==> src/hdl/lpm_pkg.sv <==
// package for the low-power mode controller: register map, field positions,
// reset values, state enumeration and carrier structs.
// assumes a single 125 MHz clock domain and a 32-bit ahb-lite register bus.
package lpm_pkg;
   // register byte address
   localparam logic [31:0] LPM_MISC_CONTROL_ADDR = 32'h0000000c;
   localparam logic [31:0] LPM_STATUS_ADDR       = 32'h00000010;
   // misc_control field positions
   localparam int LPM_POR_BIT    = 7;
   localparam int LPM_IRQ_RISING_SELECT_BIT   = 6;
   localparam int LPM_IRQ_FALLING_SELECT_BIT   = 5;
   localparam int LPM_EXT_IRQ_ENABLE_BIT   = 4;
   localparam int LPM_SFA_BIT    = 3;
   localparam int LPM_SFB_BIT    = 2;
   localparam int LPM_SLOW_BIT   = 1;
   localparam int LPM_WATCHDOG_SERVICE_BIT_BIT   = 0;
   // misc_control reset value, writable bits 6..1 (bit 7 and bit 0 special)
   localparam logic [7:0] LPM_MISC_RESET = 8'h10;
   // slow mode inserts this extra divide
   localparam int LPM_SLOW_DIV   = 16;
   // start-up delay figures in internal cycles
   localparam int LPM_STARTUP_SHORT = 16;
   localparam int LPM_STARTUP_LONG  = 4064;
   // mode of the controller
   typedef enum logic [2:0] {
      LPM_RUN,
      LPM_STOP,
      LPM_STARTUP,
      LPM_WAIT
   } lpm_state_t;
   // clock enables handed to the rest of the chip
   typedef struct packed {
      logic osc_run;      // oscillator running
      logic cpu_clk_en;   // cpu clock tick
      logic periph_clk_en;// timer, sci, a/d tick (slow-divided)
      logic can_clk_en;   // can controller tick, never slow-divided
   } lpm_clk_t;
   // effects of the power state on the peripherals
   typedef struct packed {
      logic watchdog_service_bit_reset;   // watchdog held in reset
      logic watchdog_service_bit_run;     // watchdog counting
      logic eeprom_ro;    // eeprom read-only
      logic sci_halt;     // serial activity halted
      logic timer_halt;   // timer count halted
      logic dac_hold;     // pulse_length_dac outputs held
      logic adc_off;      // a/d converter disabled
      logic io_hold;      // pins keep their states
   } lpm_periph_t;
endpackage

==> src/hdl/lpm_ctrl.sv <==
// low-power mode controller: stop, wait and slow modes with the control register.
// assumes the cpu core pulses stop_req or wait_req and obeys cpu_hold,
// and that the can controller reports its sleep state as a level.
`timescale 1ns/10ps
`default_nettype none
module lpm_ctrl
   import lpm_pkg::*;
#(
   parameter int          OSC_RATIO     = 2,            // mask divide 2, 4, 8 or 10
   parameter bit          LONG_STARTUP  = 1'b1,         // 4064 when set, else 16
   parameter bit          WATCHDOG_SERVICE_BIT_IN_WAIT  = 1'b0,         // watchdog runs in wait
   parameter int          STARTUP_LONG  = LPM_STARTUP_LONG
) (
   input  wire logic        hclk,
   input  wire logic        hresetn,
   // ahb-lite slave
   input  wire logic        hsel,
   input  wire logic [31:0] haddr,
   input  wire logic [1:0]  htrans,
   input  wire logic        hwrite,
   input  wire logic [2:0]  hsize,
   input  wire logic [31:0] hwdata,
   input  wire logic        hready,
   output logic [31:0]      hrdata,
   output logic             hreadyout,
   output logic             hresp,
   // cpu core side
   input  wire logic        stop_req,
   input  wire logic        wait_req,
   input  wire logic        power_on_event,
   input  wire logic        osc_tick,
   input  wire logic        can_asleep,
   input  wire logic        can_irq,
   input  wire logic        wor_irq,
   input  wire logic        ext_irq,
   input  wire logic        other_irq,
   input  wire logic        watchdog_service_bit_service,
   output logic             cpu_hold,
   output logic             clear_imask,
   output logic             stack_now,
   output logic             fetch_reset_vec,
   output lpm_clk_t         clk_en,
   output lpm_periph_t      periph,
   output logic [7:0]       misc_control
);
   localparam int DLY_W = 12;
   // start-up count chosen by the manufacturing option
   localparam logic [DLY_W-1:0] STARTUP_CYC = LONG_STARTUP ?
      DLY_W'(STARTUP_LONG - 1) : DLY_W'(LPM_STARTUP_SHORT - 1);

   lpm_state_t        state;        // current mode
   lpm_state_t        next_state;   // mode for next cycle
   logic [DLY_W-1:0]  delay;        // start-up countdown
   logic              reg_wr;       // pending write data phase
   logic              addr_misc;    // pending access hits misc_control
   logic              addr_stat;    // pending access hits status
   logic              wake_irq;     // wake source latched as interrupt
   logic              bus_tick;     // divided cpu/periph tick

   // address phase decode
   wire   access     = hsel && hready && htrans[1];
   wire   hit_misc   = haddr == LPM_MISC_CONTROL_ADDR;
   wire   hit_stat   = haddr == LPM_STATUS_ADDR;
   wire   wr_misc    = reg_wr && addr_misc;
   // any interrupt source
   wire   any_irq    = can_irq || wor_irq || ext_irq || other_irq;
   // stop wake sources: can, wired-or, irq pin
   wire   stop_wake  = can_irq || wor_irq || (ext_irq && misc_control[LPM_EXT_IRQ_ENABLE_BIT]);
   // stop is only honoured while the can controller sleeps
   wire   stop_ok    = stop_req && can_asleep;
   wire   in_stop    = state == LPM_STOP;
   wire   in_wait    = state == LPM_WAIT;
   wire   in_start   = state == LPM_STARTUP;
   wire   delay_done = in_start && (delay == '0);

   // mode sequencing
   always_comb begin
      next_state = state;
      case (state)
         LPM_RUN: begin
            if (stop_ok) begin
               next_state = LPM_STOP;
            end else if (wait_req) begin
               next_state = LPM_WAIT;
            end
         end
         LPM_STOP: begin
            if (stop_wake) begin
               next_state = LPM_STARTUP;
            end
         end
         LPM_STARTUP: begin
            if (delay == '0) begin
               next_state = LPM_RUN;
            end
         end
         LPM_WAIT: begin
            if (any_irq) begin
               next_state = LPM_RUN;
            end
         end
         default: begin
            next_state = LPM_RUN;
         end
      endcase
   end

   // state and start-up counter; reset returns everything to run
   always_ff @(posedge hclk or negedge hresetn) begin
      if (!hresetn) begin
         state <= LPM_RUN;
         delay <= '0;
      end else begin
         state <= next_state;
         if (in_stop && stop_wake) begin
            delay <= STARTUP_CYC;
         end else if (in_start && delay != '0) begin
            delay <= delay - 1'b1;
         end
      end
   end

   // record what woke the device; a reset exit never reaches here
   always_ff @(posedge hclk or negedge hresetn) begin
      if (!hresetn) begin
         wake_irq <= 1'b0;
      end else if (in_stop && stop_wake) begin
         wake_irq <= 1'b1;
      end else if (state == LPM_RUN) begin
         wake_irq <= 1'b0;
      end
   end

   // bus pipeline: capture address phase
   always_ff @(posedge hclk or negedge hresetn) begin
      if (!hresetn) begin
         reg_wr    <= 1'b0;
         addr_misc <= 1'b0;
         addr_stat <= 1'b0;
      end else begin
         reg_wr    <= access && hwrite;
         addr_misc <= access && hit_misc;
         addr_stat <= access && hit_stat;
      end
   end

   // misc_control register
   always_ff @(posedge hclk or negedge hresetn) begin
      if (!hresetn) begin
         misc_control <= LPM_MISC_RESET;
      end else begin
         if (wr_misc) begin
            misc_control[6:1] <= hwdata[6:1];
         end
         if (state == LPM_RUN && stop_ok) begin
            misc_control[LPM_SLOW_BIT] <= 1'b0;
         end
         // power-on flag set by event, cleared by read
         if (power_on_event) begin
            misc_control[LPM_POR_BIT] <= 1'b1;
         end else if (addr_misc && !reg_wr) begin
            misc_control[LPM_POR_BIT] <= 1'b0;
         end
         // watchdog service bit follows core
         misc_control[LPM_WATCHDOG_SERVICE_BIT_BIT] <= watchdog_service_bit_service;
      end
   end

   lpm_divider #(
      .CNT_W (8)
   ) u_div (
      .hclk     (hclk),
      .hresetn  (hresetn),
      .osc_tick (osc_tick && !in_stop),
      .ratio    (8'(OSC_RATIO)),
      .slow     (misc_control[LPM_SLOW_BIT]),
      .tick     (bus_tick)
   );

   // read data and response
   always_ff @(posedge hclk or negedge hresetn) begin
      if (!hresetn) begin
         hrdata    <= 32'h00000000;
         hreadyout <= 1'b1;
         hresp     <= 1'b0;
      end else begin
         hreadyout <= 1'b1;
         hresp     <= 1'b0;
         if (access && !hwrite && hit_misc) begin
            hrdata <= {24'h000000, misc_control};
         end else if (access && !hwrite && hit_stat) begin
            hrdata <= {29'h0, state};
         end else begin
            hrdata <= 32'h00000000;
         end
      end
   end

   // cpu side and clock gating outputs
   always_ff @(posedge hclk or negedge hresetn) begin
      if (!hresetn) begin
         cpu_hold        <= 1'b0;
         clear_imask     <= 1'b0;
         stack_now       <= 1'b0;
         fetch_reset_vec <= 1'b1;
         clk_en          <= '0;
         periph          <= '0;
      end else begin
         // cpu halted in stop, start-up and wait
         cpu_hold <= next_state != LPM_RUN;
         // stop clears mask; wait clears mask too
         clear_imask <= (state == LPM_RUN) && (stop_ok || wait_req);
         // stacking at stop exit; stacking at wait exit; service irq
         stack_now <= (delay_done && wake_irq) || (in_wait && any_irq);
         fetch_reset_vec <= 1'b0;
         clk_en.osc_run       <= next_state != LPM_STOP;
         clk_en.cpu_clk_en    <= bus_tick && next_state == LPM_RUN;
         clk_en.periph_clk_en <= bus_tick && next_state != LPM_STOP;
         clk_en.can_clk_en    <= osc_tick && next_state != LPM_STOP;
         // stop effects on peripherals; state held
         periph.watchdog_service_bit_reset <= next_state == LPM_STOP;
         periph.watchdog_service_bit_run   <= (next_state == LPM_RUN) || (next_state == LPM_STARTUP) ||
                              ((next_state == LPM_WAIT) && WATCHDOG_SERVICE_BIT_IN_WAIT);
         periph.eeprom_ro  <= next_state == LPM_STOP;
         periph.sci_halt   <= next_state == LPM_STOP;
         periph.timer_halt <= next_state == LPM_STOP;
         periph.dac_hold   <= next_state == LPM_STOP;
         periph.adc_off    <= next_state == LPM_STOP;
         periph.io_hold    <= next_state == LPM_STOP;
      end
   end
endmodule
`default_nettype wire

==> src/hdl/lpm_divider.sv <==
// tick generator: divides the oscillator enable by a ratio, optionally by 16 more.
// assumes osc_tick is a one-cycle pulse per oscillator edge on hclk.
`timescale 1ns/10ps
`default_nettype none
module lpm_divider
   import lpm_pkg::*;
#(
   parameter int CNT_W = 8
) (
   input  wire logic             hclk,
   input  wire logic             hresetn,
   input  wire logic             osc_tick,
   input  wire logic [CNT_W-1:0] ratio,
   input  wire logic             slow,
   output logic                  tick
);
   logic [CNT_W-1:0] count;      // base divider count
   logic [3:0]       slow_count; // extra divide-by-16 count
   wire  base_wrap  = osc_tick && (count >= ratio - 1'b1);
   wire  slow_wrap  = (slow_count == 4'hf);
   wire  next_tick  = base_wrap && (!slow || slow_wrap);
   // count oscillator ticks, then the extra slow stage
   always_ff @(posedge hclk or negedge hresetn) begin
      if (!hresetn) begin
         count      <= '0;
         slow_count <= 4'h0;
         tick       <= 1'b0;
      end else begin
         tick <= next_tick;
         if (osc_tick) begin
            count <= base_wrap ? '0 : count + 1'b1;
         end
         if (base_wrap) begin
            slow_count <= slow ? slow_count + 4'h1 : 4'h0;
         end
      end
   end
endmodule
`default_nettype wire

==> config.mk <==
export PLATFORM = sky130hd
export DESIGN_NAME = lpm_ctrl
export DESIGN_NICKNAME = d
export VERILOG_FILES = /design/src/hdl/lpm_pkg.sv /design/src/hdl/lpm_ctrl.sv /design/src/hdl/lpm_divider.sv
export SDC_FILE = /design/constraint.sdc
export NUM_CORES = 1
export LEC_CHECK = 0
export BUFFER_PORTS_ARGS = -buffer_cell sky130_fd_sc_hd__buf_2
export CAP_MARGIN = 20
export CELL_PAD_IN_SITES_DETAIL_PLACEMENT = 1
export CELL_PAD_IN_SITES_GLOBAL_PLACEMENT = 1
export CORE_MARGIN = 2
export CORE_UTILIZATION = 30
export CTS_BUF_LIST = sky130_fd_sc_hd__clkbuf_16
export CTS_CLUSTER_SIZE = 28
export DETAILED_ROUTE_END_ITERATION = 12
export GPL_ROUTABILITY_DRIVEN = 0
export MAX_ROUTING_LAYER = met4
export PLACE_DENSITY = 0.78
export SYNTH_ARGS = -nofsm -noshare
export SYNTH_HDL_FRONTEND = slang
export SYNTH_SLANG_ARGS = --single-unit
==> constraint.sdc <==
create_clock -name hclk -period 2 [get_ports hclk]
set_input_delay 0.1 -clock hclk [delete_from_list [all_inputs] [get_ports hclk]]
set_output_delay 0.1 -clock hclk [all_outputs]
set_load 0.03 [all_outputs]
==> flow_summary.toml <==
[status]
status = "finished clean"

[job]
max-cap-violations = 0

[cells_and_area]
drive_gt1_share_pct = 34.2
syn2layout_area_growth_pct = 32.7
layout_common_cells = "buf_2 (85), dfrtp_1 (55), conb_1 (28), nor2_1 (16), buf_4 (15)"
final_common_cell = "buf_2"
regArea_sq_mm = 0.00143
multi_input_comb_area_sq_mm = 0.00121
post-route-util_pct = 40.7
finalNonFillerCells = 489
final_nets = 463
num-fill-cells = 1063

[sta]
maxSlewViolCount = 0
slew_headroom_pct = 61.5
tightest_slew_ps = 572
fin_tns_setup_ps = 0
setup_viol = 0
fin_worst_skew_ps = 7.93
layout_min_cycle_time_ps = 1940
fin_crit_sh_pct = 96.8
fmax_mhz = 517
hold_violations = 0

[synthesis]
ys_ff_latch = 57
yosys_warnings = 0
synth_seq_area_share_pct = 50.7
synth_area_per_cell_sq_um = 10.6
synthCells = 267
synth_area_sq_mm = 0.00282
synth_cell_types = 44

[route]
wirelength_microns = 7400
dr.first_iter.drc_count = 44
drc = 0
antenna_left = 0
vias = 2371
via_per_inst = 4.85
wl_per_cell_microns = 15.1
drt_pass1_iterations = 4

[power_and_ir_drop]
irDropWorstVdd_mv = 0.356
combPwrFrac_pct = 22.5
leakage_nw = 1.83
swShare_pct = 30.0
pwr-share-clk_pct = 40.4
p_int_w = 0.00268
seq_power_share_pct = 37.1
netSwitchingPower_w = 0.00115
powerDensity_mw_per_mm2 = 1020

[clock_network]
cts_buffers = 9
cts_sinks = 57
htreeDepth = 3
cts.path.max_buffers = 2
ctsRootBufferMaster = "clkbuf_16"
cts_tree = "yes"
clk_pin_slew_worst_paths_ps = 50
worst_skew_pair.late_latency_ps = 320

[worst_setup_path]
cp-startpoint = "delay[6]"
path_class = "flip-flop to flip-flop"
r2r_start = "delay[6]"
cp.arrival_ps = 2190
start_kind = "flip-flop"
r2r-end = "delay[10]"
worstPathMaxFanout = 5
r2r_setup_slack_ps = 60
cp.required_ps = 2250
endpoint_kind = "flip-flop"
rr_worst_depth = 4

[die]
dieWidth_microns = 101
initial_utilization_pct = 30.7
dieArea_sq_mm = 0.0102
core-area_sq_mm = 0.00920
die_h_microns = 101
rows = 35
num_io_pins = 142

[min_path]
hold_path_startpoint = "hwdata[2]"
whs_path_depth = 2
hold_path_class = "input port to flip-flop"
min_to = "misc_control[2]"

[global_routing]
grt_pass1_wl_microns = 12200
antenna_found_initial = 1
grt_pass1_vias = 2513
grt_max_degree = 37
track_usage_pct = 15.9
grt-ovfl-total = 0

[placement]
place_inst = 465
io_buffers = 85
dp_hpwl_microns = 5470
-- per-layer routing --
metal  routed length (microns)  GRT usage, %  vias up
li1                          -             -     1123
met1                      2940          17.6     1159
met2                      3930          27.5       79
met3                       424          4.79       10
met4                       107          4.89        0
met5                         0             -        -
-- worst max-delay path by stage --
stage | end | depth (start not counted)
global placement | delay[7] | 6
CTS | delay[7] | 6
global route | delay[10] | 4
floorplan | delay[11] | 7
detailed placement | u_div.tick | 6
finish | delay[10] | 4
-- cell usage after synthesis --
| cell | count | area [sq um] |
|---|---|---|
| buf_2 | 1 | 5.00 |
| a31oi_1 | 3 | 18.8 |
| nor4bb_1 | 1 | 10.0 |
| inv_1 | 12 | 45.0 |
| conb_1 | 2 | 7.51 |
| nor3_1 | 5 | 25.0 |
| a32oi_1 | 2 | 17.5 |
| nor4b_1 | 4 | 35.0 |
| nor3b_1 | 2 | 15.0 |
| buf_4 | 33 | 248 |
| mux2i_1 | 8 | 80.1 |
| a32o_1 | 2 | 20.0 |
| clkbuf_1 | 4 | 15.0 |
| nor2b_1 | 7 | 43.8 |
| nand4_1 | 1 | 6.26 |
| a211oi_1 | 5 | 37.5 |
| a221oi_1 | 1 | 8.76 |
| nor2_1 | 16 | 60.1 |
| a41oi_1 | 4 | 35.0 |
| nand2b_1 | 4 | 25.0 |
| dfrtp_1 | 55 | 1380 |
| o21ai_0 | 5 | 25.0 |
| nor4_1 | 12 | 75.1 |
| a22oi_1 | 2 | 15.0 |
| nand3_1 | 13 | 65.1 |
| or3b_1 | 1 | 8.76 |
| nor3b_2 | 1 | 12.5 |
| or3_1 | 3 | 18.8 |
| or4_1 | 6 | 45.0 |
| a21boi_0 | 4 | 30.0 |
| a311oi_1 | 1 | 8.76 |
| a21o_1 | 2 | 15.0 |
| a21oi_1 | 3 | 15.0 |
| or4_2 | 2 | 17.5 |
| dfstp_2 | 2 | 52.6 |
| or2_2 | 1 | 6.26 |
| mux2_2 | 5 | 56.3 |
| o22ai_1 | 1 | 6.26 |
| nand2_1 | 9 | 33.8 |
| and2_1 | 3 | 18.8 |
| o31ai_1 | 2 | 15.0 |
| ha_1 | 6 | 75.1 |
| nand3b_1 | 1 | 7.51 |
| and3_1 | 10 | 62.6 |
-- cells by family after synthesis --
kind of cell | share of synthesized area [%]
and+or+nand+nor | 21.0
buffers and inverters | 11.1
muxes | 4.84
DFF | 50.7
other | 0.266
adders and majority gates | 2.66
AOI/OAI and AO/OA | 9.49
-- through the flow --
stage               power (W)  hold slack, ps  area, sq um  worst slack, ps
detailed placement    0.00225             120         3330             17.5
CTS                   0.00385            5.83         3700             31.8
global route          0.00403            10.3         3740            -10.8
floorplan             0.00198            -196         2920              125
finish                0.00383            17.3         3740             64.9
global placement      0.00220             116         3330             85.2
-- area by class of cell --
class | instances | area share, %
Sequential cell | 57 | 38.2
Clock buffer | 9 | 6.02
Timing Repair Buffer | 107 | 16.5
Antenna cell | 1 | 0.0669
Clock inverter | 6 | 2.01
Inverter | 12 | 1.20
Multi-Input combinational cell | 186 | 32.3
Tap cell | 111 | 3.71
-- registers in the layout, summed over array words and instances, names as in the netlist --
signal and count:
addr_misc 1, cpu_hold 1, clear_imask 1, hrdata 8, u_div.tick 1, misc_control 8, wake_irq 1, u_div.count 8
state 3, reg_wr 1, clk_en 4, fetch_reset_vec 1, u_div.slow_count 4, stack_now 1, periph 2, delay 12
-- power by group through the flow --
| stage | sequential [W] | clock, W | combinational (W) |
|---|---|---|---|
| floorplan | 0.00149 | 0 | 0.000487 |
| global placement | 0.00142 | 0 | 0.000772 |
| detailed placement | 0.00143 | 0 | 0.000819 |
| CTS | 0.00142 | 0.00158 | 0.000850 |
| global route | 0.00144 | 0.00163 | 0.000950 |
| finish | 0.00142 | 0.00155 | 0.000860 |
-- repair_timing --
item,in CTS,in global routing
setup buffers,0,2
hold buffers,6,0
hold endpoints to repair,25,0
pin swaps,0,1
gates resized for setup,1,6
endpoints found under the setup margin,2,6
-- worst max-delay path, cell delays in order, from the launching register on --
cell and delay [ps]:
dfrtp_1 410, or3_1 400, or4_1 450, or4_4 530, nand3_1 90
Note: power is estimated with default switching activity, not from simulation.
